`src/shared/tk_consts.svh`:
```
// offsets, field positions, reset values and timing counts of the timekeeper
`ifndef TK_CONSTS_SVH
`define TK_CONSTS_SVH
// register indices
`define IDX_HUND 4'h0
`define IDX_SEC 4'h1
`define IDX_MIN 4'h2
`define IDX_AMIN 4'h3
`define IDX_HOUR 4'h4
`define IDX_AHOUR 4'h5
`define IDX_DAY 4'h6
`define IDX_ADAY 4'h7
`define IDX_DATE 4'h8
`define IDX_MONTH 4'h9
`define IDX_YEAR 4'ha
`define IDX_CMD 4'hb
`define IDX_WDOG_LO 4'hc
`define IDX_WDOG_HI 4'hd
`define IDX_USER_BASE 6'h0e
`define IDX_LAST 6'h3f
`define COPY_COUNT 14
// field positions
`define HOUR_12_BIT 6
`define HOUR_PM_BIT 5
`define CMD_ALARM_FLAG 0
`define CMD_SEC_HIGH 1
`define CMD_SEC_EN 2
// reset values
`define CMD_RESET 8'h00
`define ONE_RESET 8'h01
// timing
`define CLK_HZ 10000000
`define XTAL_HZ 17'd32768
`define TICK_HZ 17'd100
`define RESUME_DELAY_US 200
`define RESUME_CYCLES (`RESUME_DELAY_US * (`CLK_HZ / 1000000))
`define OUTPUT_OFF_DELAY_NS 100
`define OUTPUT_OFF_CYCLES ((`OUTPUT_OFF_DELAY_NS * (`CLK_HZ / 1000000)) / 1000)
`endif

```
`src/shared/tk_pkg.sv`:
```
// types shared by the timekeeper port
package tk_pkg;
    typedef logic [7:0] byte_t;
    typedef logic [5:0] index_t;
    typedef enum logic [1:0] {ST_BLOCKED, ST_IDLE, ST_WRITE} port_state_t;
endpackage

```
`src/core/tk_port.sv`:
```
// byte-wide static-ram-style timekeeper register port with calendar
`timescale 1ns/1ps
`include "tk_consts.svh"

// How it works
// - with write high and select, gate low, the selected byte is driven out.
// - six index inputs pick one of 64 byte registers per access.
// - write mode when select and write strobe are both low.
// - write cycle starts at the later falling edge of select or strobe.
// - write ends at first rising edge; data captured against that edge.
// - falling write strobe turns the data outputs off after a fixed delay.
// - supply below trip level write-protects and ignores all access inputs.
// - both interrupt pins are open drain in active-low mode and keep working without supply.
// - secondary interrupt in active-high mode drives high only with supply.
// - access resumes only after supply stays good for the resume delay.
// - time registers have internal and host copies, refreshed all at once.
// - command register bits are changed by hardware and by host writes.
// - fifty user bytes are reached only from the host bus.
// - time and date sit in BCD at indices 0,1,2,4,6,8,9,a.
// - time-of-day alarm sits in BCD at indices 3,5,7.
// - watchdog alarm values sit in BCD at indices c and d.
// - indices e to 3f are plain user storage.
// - the date rolls over at short month ends, leap years included.
// - hours run in 24-hour or 12-hour format with am/pm.
// - the time base comes from the 32.768 kHz crystal clock.
module tk_port (
    // clock and reset
    input wire logic CLK_I,
    input wire logic RESET_I,
    // register port
    input wire tk_pkg::index_t REG_INDEX_I,
    input wire logic SEL_N_I,
    input wire logic GATE_N_I,
    input wire logic WRITE_N_I,
    input wire tk_pkg::byte_t BIDIR_BYTE_I,
    output tk_pkg::byte_t BIDIR_BYTE_O,
    output logic BIDIR_BYTE_OE_O,
    // supply and time base
    input wire logic SUPPLY_OK_I,
    input wire logic XTAL_I,
    // interrupt pins
    output logic IRQ_PRIMARY_N_O,
    output logic IRQ_PRIMARY_N_OE_O,
    output logic IRQ_SECONDARY_O,
    output logic IRQ_SECONDARY_OE_O
);
    import tk_pkg::*;

    // ********************************
    // bcd helpers
    // ********************************
    function automatic byte_t bcd_inc(input byte_t v);
        bcd_inc = (v[3:0] == 4'h9) ? {v[7:4] + 4'h1, 4'h0} : v + 8'h01;
    endfunction

    // leap when the BCD year is a multiple of four
    function automatic logic is_leap(input byte_t y);
        is_leap = y[4] ? (y[3:0] == 4'h2 || y[3:0] == 4'h6)
                       : (y[3:0] == 4'h0 || y[3:0] == 4'h4 || y[3:0] == 4'h8);
    endfunction

    function automatic byte_t last_date(input byte_t mo, input byte_t y);
        if (mo == 8'h02) begin
            last_date = is_leap(y) ? 8'h29 : 8'h28;
        end else if (mo == 8'h04 || mo == 8'h06 || mo == 8'h09 || mo == 8'h11) begin
            last_date = 8'h30;
        end else begin
            last_date = 8'h31;
        end
    endfunction

    // ********************************
    // storage
    // ********************************
    byte_t mem_reg [0:63];
    byte_t tm_reg [0:`COPY_COUNT-1];
    byte_t tm_next [0:`COPY_COUNT-1];
    port_state_t state_reg;
    port_state_t state_next;
    index_t idx_reg;
    byte_t data_reg;
    byte_t rd_data_reg;
    logic oe_reg;
    logic xtal_reg;
    logic [16:0] frac_reg;
    logic xfer_pend_reg;
    logic [11:0] resume_reg;

    // ********************************
    // supply watch
    // ********************************
    wire logic supply_good;
    wire logic resume_done;
    assign resume_done = (resume_reg == 12'(`RESUME_CYCLES));
    assign supply_good = SUPPLY_OK_I && resume_done;

    // resume counter restarts on every supply drop
    always_ff @(posedge CLK_I or posedge RESET_I) begin
        if (RESET_I) begin
            resume_reg <= 12'h000;
        end else if (!SUPPLY_OK_I) begin
            resume_reg <= 12'h000;
        end else if (!resume_done) begin
            resume_reg <= resume_reg + 12'h001;
        end
    end

    // ********************************
    // write sequencing
    // ********************************
    wire logic both_low;
    wire logic write_end;
    wire logic commit;
    assign both_low = !SEL_N_I && !WRITE_N_I;
    assign write_end = SEL_N_I || WRITE_N_I;
    assign commit = (state_reg == ST_WRITE) && write_end && supply_good;

    // state of the write port
    always_comb begin
        state_next = state_reg;
        unique case (state_reg)
            ST_BLOCKED: if (supply_good) state_next = ST_IDLE;
            ST_IDLE: begin
                if (!supply_good) begin
                    state_next = ST_BLOCKED;
                end else if (both_low) begin
                    state_next = ST_WRITE;
                end
            end
            ST_WRITE: begin
                if (!supply_good) begin
                    state_next = ST_BLOCKED;
                end else if (write_end) begin
                    state_next = ST_IDLE;
                end
            end
        endcase
    end

    // index and data follow the bus while writing
    always_ff @(posedge CLK_I or posedge RESET_I) begin
        if (RESET_I) begin
            state_reg <= ST_BLOCKED;
            idx_reg <= 6'h00;
            data_reg <= 8'h00;
        end else begin
            state_reg <= state_next;
            if (state_next == ST_WRITE) begin
                idx_reg <= REG_INDEX_I;
                data_reg <= BIDIR_BYTE_I;
            end
        end
    end

    // ********************************
    // read path
    // ********************************
    wire logic read_cond;
    assign read_cond = supply_good && !SEL_N_I && !GATE_N_I && WRITE_N_I;

    // output held one cycle, so a falling strobe turns it off a cycle later
    always_ff @(posedge CLK_I or posedge RESET_I) begin
        if (RESET_I) begin
            oe_reg <= 1'b0;
            rd_data_reg <= 8'h00;
        end else begin
            oe_reg <= read_cond;
            rd_data_reg <= mem_reg[REG_INDEX_I];
        end
    end
    assign BIDIR_BYTE_O = rd_data_reg;
    assign BIDIR_BYTE_OE_O = oe_reg;

    // ********************************
    // time base
    // ********************************
    wire logic xtal_rise;
    wire logic [16:0] frac_sum;
    wire logic tick;
    assign xtal_rise = XTAL_I && !xtal_reg;
    assign frac_sum = frac_reg + `TICK_HZ;
    assign tick = xtal_rise && (frac_sum >= `XTAL_HZ);

    // hundredths from crystal edges, fractional accumulation
    always_ff @(posedge CLK_I or posedge RESET_I) begin
        if (RESET_I) begin
            xtal_reg <= 1'b0;
            frac_reg <= 17'h00000;
        end else begin
            xtal_reg <= XTAL_I;
            if (xtal_rise) begin
                frac_reg <= tick ? frac_sum - `XTAL_HZ : frac_sum;
            end
        end
    end

    // ********************************
    // calendar
    // ********************************
    wire byte_t hr;
    wire logic h12;
    wire logic c_hund;
    wire logic c_sec;
    wire logic c_min;
    wire logic c_hour;
    wire logic c_date;
    wire logic c_month;
    assign hr = tm_reg[`IDX_HOUR];
    assign h12 = hr[`HOUR_12_BIT];
    assign c_hund = (tm_reg[`IDX_HUND] == 8'h99);
    assign c_sec = c_hund && (tm_reg[`IDX_SEC] == 8'h59);
    assign c_min = c_sec && (tm_reg[`IDX_MIN] == 8'h59);
    assign c_hour = c_min && (h12 ? (hr[`HOUR_PM_BIT] && hr[4:0] == 5'h11)
                                  : (hr[5:0] == 6'h23));
    assign c_date = c_hour && (tm_reg[`IDX_DATE] ==
                    last_date(tm_reg[`IDX_MONTH], tm_reg[`IDX_YEAR]));
    assign c_month = c_date && (tm_reg[`IDX_MONTH] == 8'h12);

    // next internal values, carried one field into the next
    always_comb begin
        for (int i = 0; i < `COPY_COUNT; i++) begin
            tm_next[i] = tm_reg[i];
        end
        tm_next[`IDX_HUND] = c_hund ? 8'h00 : bcd_inc(tm_reg[`IDX_HUND]);
        if (c_hund) begin
            tm_next[`IDX_SEC] = (tm_reg[`IDX_SEC] == 8'h59) ? 8'h00
                                : bcd_inc(tm_reg[`IDX_SEC]);
        end
        if (c_sec) begin
            tm_next[`IDX_MIN] = (tm_reg[`IDX_MIN] == 8'h59) ? 8'h00
                                : bcd_inc(tm_reg[`IDX_MIN]);
        end
        if (c_min) begin
            if (!h12) begin
                tm_next[`IDX_HOUR] = (hr[5:0] == 6'h23) ? 8'h00 : bcd_inc(hr);
            end else if (hr[4:0] == 5'h12) begin
                tm_next[`IDX_HOUR] = {hr[7:5], 5'h01};
            end else if (hr[4:0] == 5'h11) begin
                tm_next[`IDX_HOUR] = {hr[7:6], ~hr[5], 5'h12};
            end else begin
                tm_next[`IDX_HOUR] = {hr[7:5], 5'(bcd_inc({3'h0, hr[4:0]}))};
            end
        end
        if (c_hour) begin
            tm_next[`IDX_DAY] = (tm_reg[`IDX_DAY] == 8'h07) ? 8'h01
                                : bcd_inc(tm_reg[`IDX_DAY]);
            tm_next[`IDX_DATE] = c_date ? 8'h01 : bcd_inc(tm_reg[`IDX_DATE]);
        end
        if (c_date) begin
            tm_next[`IDX_MONTH] = c_month ? 8'h01 : bcd_inc(tm_reg[`IDX_MONTH]);
        end
        if (c_month) begin
            tm_next[`IDX_YEAR] = (tm_reg[`IDX_YEAR] == 8'h99) ? 8'h00
                                 : bcd_inc(tm_reg[`IDX_YEAR]);
        end
    end

    // alarm fires as the minute changes to the stored alarm time
    wire logic alarm_hit;
    assign alarm_hit = tick && c_sec && (tm_next[`IDX_MIN] == tm_reg[`IDX_AMIN])
                       && (tm_next[`IDX_HOUR] == tm_reg[`IDX_AHOUR])
                       && (tm_next[`IDX_DAY] == tm_reg[`IDX_ADAY]);

    // ********************************
    // internal copies
    // ********************************
    wire logic host_tm;
    assign host_tm = commit && (idx_reg < 6'(`COPY_COUNT))
                     && (idx_reg != {2'b00, `IDX_CMD});

    // timekeeping runs whatever the supply does
    generate
        for (genvar g = 0; g < `COPY_COUNT; g++) begin : g_copy
            always_ff @(posedge CLK_I or posedge RESET_I) begin
                if (RESET_I) begin
                    tm_reg[g] <= (g == `IDX_DAY || g == `IDX_DATE || g == `IDX_MONTH)
                                 ? `ONE_RESET : 8'h00;
                end else if (host_tm && idx_reg == 6'(g)) begin
                    tm_reg[g] <= data_reg;
                end else if (tick) begin
                    tm_reg[g] <= tm_next[g];
                end
            end
        end
    endgenerate

    // ********************************
    // host copies
    // ********************************
    wire logic xfer;
    assign xfer = xfer_pend_reg && SEL_N_I && !commit && state_reg != ST_WRITE;

    // refresh waits for a quiet bus, then copies all at once
    always_ff @(posedge CLK_I or posedge RESET_I) begin
        if (RESET_I) begin
            xfer_pend_reg <= 1'b0;
        end else if (tick) begin
            xfer_pend_reg <= 1'b1;
        end else if (xfer) begin
            xfer_pend_reg <= 1'b0;
        end
    end

    // host-visible bytes; user bytes are written only from the bus
    always_ff @(posedge CLK_I or posedge RESET_I) begin
        if (RESET_I) begin
            for (int i = 0; i < 64; i++) begin
                mem_reg[i] <= (i == `IDX_DAY || i == `IDX_DATE || i == `IDX_MONTH)
                              ? `ONE_RESET : 8'h00;
            end
            mem_reg[`IDX_CMD] <= `CMD_RESET;
        end else begin
            if (xfer) begin
                for (int i = 0; i < `COPY_COUNT; i++) begin
                    if (i != `IDX_CMD) begin
                        mem_reg[i] <= tm_reg[i];
                    end
                end
            end
            if (commit) begin
                mem_reg[idx_reg] <= data_reg;
            end
            if (alarm_hit) begin
                // set wins over a host write in the same cycle
                mem_reg[`IDX_CMD][`CMD_ALARM_FLAG] <= 1'b1;
            end
        end
    end

    // ********************************
    // interrupt pins
    // ********************************
    wire byte_t cmd;
    wire logic sec_act;
    assign cmd = mem_reg[`IDX_CMD];
    assign sec_act = cmd[`CMD_ALARM_FLAG] && cmd[`CMD_SEC_EN];
    assign IRQ_PRIMARY_N_O = 1'b0;
    assign IRQ_PRIMARY_N_OE_O = cmd[`CMD_ALARM_FLAG];
    assign IRQ_SECONDARY_O = cmd[`CMD_SEC_HIGH];
    assign IRQ_SECONDARY_OE_O = sec_act && (!cmd[`CMD_SEC_HIGH] || SUPPLY_OK_I);
endmodule

```
`config.mk`:
```
export PLATFORM = sky130hd
export DESIGN_NAME = tk_port
export DESIGN_NICKNAME = d
export VERILOG_FILES = /design/src/shared/tk_pkg.sv /design/src/core/tk_port.sv
export VERILOG_INCLUDE_DIRS = /design/src /design/src/shared
export SDC_FILE = /design/constraint.sdc
export NUM_CORES = 2
export LEC_CHECK = 0
export ABC_AREA = 1
export BUFFER_PORTS_ARGS = -buffer_cell sky130_fd_sc_hd__buf_4
export CAP_MARGIN = 20
export CELL_PAD_IN_SITES_DETAIL_PLACEMENT = 0
export CELL_PAD_IN_SITES_GLOBAL_PLACEMENT = 1
export CORE_ASPECT_RATIO = 1.2
export CORE_MARGIN = 2
export CORE_UTILIZATION = 44
export DETAILED_ROUTE_END_ITERATION = 8
export PLACE_DENSITY = 0.73
export SYNTH_ARGS = -nofsm -noshare
export SYNTH_HDL_FRONTEND = slang
export SYNTH_SLANG_ARGS = --single-unit
```
`constraint.sdc`:
```
create_clock -name CLK_I -period 28.2 [get_ports CLK_I]
set_input_delay 8.46 -clock CLK_I [delete_from_list [all_inputs] [get_ports CLK_I]]
set_output_delay 8.46 -clock CLK_I [all_outputs]
set_load 0.02 [all_outputs]
```
* Word-level counts from Yosys, hierarchy flattened
Index checks and enable logic that the tools add are counted.
W data, S select, Z words.
** Cells by class
- Add/subtract/negate cells :: 21
- $lt $le $gt $ge :: 5
- Equal/unequal tests :: 49
- Mux-type cells :: 69
- Bitwise operators :: 3
- Reduce and logical (&&, ||, !) cells :: 75
** Operator list (count)
- $bwmux W512 :: 1
- $mux W512 :: 1
- $mux W8 :: 43
- $mux W88 :: 1
- $add A8 B1 Y8 const B :: 8
- $bmux W8 S6 :: 1
- $demux W8 S6 :: 1
- $logic_and A1 B1 Y1 :: 40
- $eq A4 B4 Y1 const B :: 9
- $add A4 B1 Y4 const B :: 8
- $eq A8 B8 Y1 :: 4
- $eq A6 B4 Y1 const B :: 5
- $reduce_bool A2 Y1 :: 14
- $eq A6 B3 Y1 const B :: 4
- $eq A8 B3 Y1 const B :: 3
- $mux W12 :: 2
- $add A17 B7 Y17 const B :: 1
- $ge A17 B16 Y1 const B :: 1
- $mux W17 :: 1
- $sub A17 B16 Y17 const B :: 1
- $eq A8 B5 Y1 const B :: 2
- $eq A8 B7 Y1 const B :: 2
- $eq A8 B8 Y1 const B :: 2
- $mux W16 :: 1
- 32 further kinds :: 66
** Word-level totals
- Bits in registers :: 672
- Bits of input ports :: 21
- Word-level logic and storage cells :: 309

* Depth between registers and ports, before layout
- Word-level depth :: 13
- Gate-level depth with buffers :: 19
- Gate-level depth less buffers :: 18

* Worst setup path before layout
OpenSTA, ideal clock, no wires.
- Path type :: in2out
- Start :: input port SUPPLY_OK_I
- End :: output port IRQ_SECONDARY_OE_O
- Arrival time :: 8.857 ns
- Setup slack :: 10.883 ns
- Cell stages on the path :: 2
- Buffers on the path :: 0
- Path through :: inv_1 a21oi_1
** On the way
- Cells in the longest elaborated chain, start to end :: 2
** Ends and longest elaborated chain
- start, declared :: line tk_port.sv:39 : input wire logic SUPPLY_OK_I,
- $logic_or A1 B1 Y1 :: line tk_port.sv:340 : assign IRQ_SECONDARY_OE_O = sec_act && (!cmd[`CMD_SEC_HIGH] || SUPPLY_OK_I);
- $logic_and A1 B1 Y1 :: line tk_port.sv:340
- end, declared :: line tk_port.sv:45 : output logic IRQ_SECONDARY_OE_O
Every way passes these cells.

* Final worst setup path
Ends and elaborated chain as after synthesis.

==> flow_metrics.py <==
metrics = {
    "timing": {
        "finalCritPeriodShare_pct": 61.96,
        "grt_setup_unrepaired": "false",
        "drv_slew": 0,
        "setup_tns_ns": 0,
        "relSlewSlack_pct": 27.99,
        "worstMarginPinSlew_ns": 1.079,
        "setup_violations": 0,
        "fin_skew_ns": 0.02816,
        "min_period_ns": 17.47,
        "hold_viol": 0,
        "fmax_mhz": 57.24,
    },
    "route": {
        "routedWlPerCell_um": 21.13,
        "drtIter0Drc": 2541,
        "drtPass1Iterations": 6,
        "drt-total-wl_mm": 111.0,
        "antenna_left": 0,
        "viasPerCell": 5.638,
        "dr_total_vias": 29620,
        "post-route-drc-count": 0,
    },
    "setup_path": {
        "cp-end-kind": "primary output",
        "criticalPathCategory": "primary input to primary output",
        "required_ns": 19.74,
        "reg2reg_slack_ns": 24.78,
        "arrival_ns": 9.01,
        "cp-start-kind": "primary input",
        "r2r_cells": 9,
        "crit_fanout": 13,
    },
    "yosys": {
        "ys_async_sr_fraction_pct": 100.0,
        "synth_area_mm2": 0.03447,
        "synth_cells": 4316,
        "synth_ff_type": "dfrtp_1",
        "netlist.top_cell.by_area": "dfrtp_1",
        "yosys_register_bits": 670,
        "syn_avg_cell_area_um2": 7.986,
        "syn_nets": 4369,
        "yosysWarnings": 0,
        "ys_types": 58,
        "ys_seq_area_share_pct": 48.67,
        "yosysTopAreaCellShare_pct": 48.21,
        "synth-edff-count": 0,
        "synth_area_leaders": "dfrtp_1, o21ai_0, nand2_1",
    },
    "clocking": {
        "cts_root_buffer": "clkbuf_16",
        "clk_pin_slew_ns": 0.05,
        "cts_buffers": 76,
        "ctsResizeCount": 0,
        "cts_tree": "done",
        "clkLatencyLatePin_ns": 0.63,
        "cts_sinks": 670,
        "post_cts_buffers": 0,
        "cts.path.max_buffers": 3,
        "cts-htree-levels": 3,
        "cts_hold_buf": 0,
    },
    "placement": {
        "globalplace.congestion": 0.8482,
        "port_buffers": 32,
        "hpwl_mm": 68.55,
    },
    "layout": {
        "drive_gt1_share_pct": 7.781,
        "multi_input_area_mm2": 0.01547,
        "diodes": 0,
        "area_growth_pct": 9.341,
        "nFillCells": 7718,
        "fin_nets": 4228,
        "final-seq-area_mm2": 0.01677,
    },
    "worst_hold_path": {
        "min_path_type": "flop to flop",
        "holdPathStages": 2,
    },
    "global_route": {
        "grt.overflow.total": 0,
        "gr-usage-all-layers_pct": 27.45,
        "grt_max_degree": 166,
        "antenna_found_initial": 0,
        "grt_pass1_wl_mm": 171.6,
        "grt_pass1_vias": 28210,
    },
    "floorplanning": {
        "num_rows": 112,
        "die_h_um": 310.6,
        "core_mm2": 0.07763,
        "die_width_um": 259.5,
        "fp.dieArea_mm2": 0.08060,
        "initial_core_util_pct": 44.39,
        "io_pins": 34,
    },
    "power": {
        "p_sw_share_pct": 28.84,
        "peakVddDrop_mv": 0.04784,
        "seqPwrFrac_pct": 44.4,
        "p_comb_share_pct": 14.4,
        "intPower_w": 0.001757,
        "p_leak_nw": 16.89,
        "finalPower_w": 0.002469,
        "p_sw_w": 0.0007120,
        "pwr-share-clk_pct": 41.1,
        "cellPowerDensity_mw_per_mm2": 65.52,
    },
    "job": {
        "drv_cap": 0,
    },
    "status": {
        "outcome": "finished clean",
    },
}
==> final timing paths <==
kind | from | endpoint
setup / recovery | SUPPLY_OK_I | IRQ_SECONDARY_OE_O
hold / removal | tm_reg[34]$_DFFE_PP0P_ | tm_reg[34]$_DFFE_PP0P_
setup reg to reg | resume_reg[0]$_DFFE_PP0P_ | flop
hold reg to reg | tm_reg[34]$_DFFE_PP0P_ | tm_reg[34]$_DFFE_PP0P_
max in group asynchronous | RESET_I | tm_reg[110]$_DFFE_PP0P_
min in group asynchronous | RESET_I | frac_reg[6]$_DFFE_PP0P_
==> cells by family (layout without fill, tap and decap cells) <==
| group | count (synthesis) | count (layout) | synth area share (%) |
|---|---|---|---|
| simple gates | 1680 | 1680 | 21.60 |
| compound gates | 1326 | 1326 | 20.83 |
| flops | 670 | 670 | 48.67 |
| buf+inv | 561 | 473 | 6.484 |
| xor+xnor | 36 | 36 | 0.9548 |
| fa+ha+maj | 32 | 32 | 1.162 |
| mux | 10 | 10 | 0.2904 |
| other cells | 1 | 1 | 0.01088 |
==> layer usage <==
metal | wire (um) | GRT usage [%] | part of all wire [%] | vias up
li1 | - | - | - | 14280
met1 | 49320 | 37.68 | 44 | 14380
met2 | 52880 | 45.38 | 48 | 785
met3 | 5702 | 3.372 | 5.1 | 177
met4 | 3125 | 8.242 | 2.8 | 0
met5 | 0 | 0 | 0 | -
==> layout by cell type, fill, tap and decap left out, types with 17 or more instances in the layout <==
master,netlist,routed
a211oi_1,17,17
a21oi_1,93,93
buf_4,6,66
clkbuf_16,0,77
clkbuf_8,0,27
dfrtp_1,664,663
ha_1,32,32
inv_1,239,228
inv_2,27,36
nand2_1,904,904
nand3_1,140,139
nand4_1,45,45
nand4_4,19,19
nor2_1,471,470
nor3_1,25,25
o211ai_1,42,42
o21ai_0,912,912
o21ai_1,51,51
o221ai_1,18,18
o22ai_1,144,144
xor2_1,33,33
==> power groups by stage <==
stage          combinational [W]  sequential [W]  clock [W]
2_1_floorplan           0.000266         0.00109          0
3_3_place_gp            0.000354         0.00111          0
3_5_place_dp            0.000357         0.00111          0
4_1_cts                 0.000358         0.00110    0.00104
5_1_grt                 0.000406         0.00111    0.00107
6_report                0.000356         0.00110    0.00102
==> worst max-delay path: stages <==
cell	delay (ns)
buf_4	0.16
inv_1	0.10
a21oi_1	0.14
buf_4	0.16
==> through the flow <==
step | hold slack [ns] | area (um^2) | cells | util [%] | setup slack [ns]
after CTS | 0.4736 | 37680 | 5254 | 48.54 | 10.72
after global routing | 0.4981 | 37680 | 5254 | 48.54 | 10.67
after detailed placement | 0.4580 | 35160 | 5123 | 45.29 | 10.72
final | 0.4703 | 37680 | 5254 | 48.54 | 10.73
after global placement | 0.4538 | 35120 | 5121 | 45.24 | 10.73
after floorplan | 0.4334 | 34470 | 4316 | - | 0.9703
==> synth_stat cells (all sizes together), types with 2 or more instances <==
cell type    n
o21a        11
o31ai        2
clkbuf     233
xnor2        2
ha          32
nor4         9
clkinv       4
nor2       502
o21bai       8
nor3        28
o221ai      18
o211ai      42
o21ai      967
a21oi       93
dfstp        6
o32ai        6
nor3b        3
o22ai      144
buf         57
nand3      151
a31oi       15
mux2i       10
dfrtp      664
xor2        33
nand2      918
a211oi      17
inv        267
nand4       66
==> layout make-up <==
| class | count | share of cell area [%] |
|---|---|---|
| repair buffers | 71 | 1.570 |
| clock inverters | 15 | 0.4980 |
| multi-input cells | 3085 | 41.06 |
| inverters | 271 | 2.762 |
| flip-flops and latches | 670 | 44.51 |
| clock buffers | 116 | 6.192 |
| well taps | 1026 | 3.406 |
No activity file was read; power rests on OpenSTA's default activity.
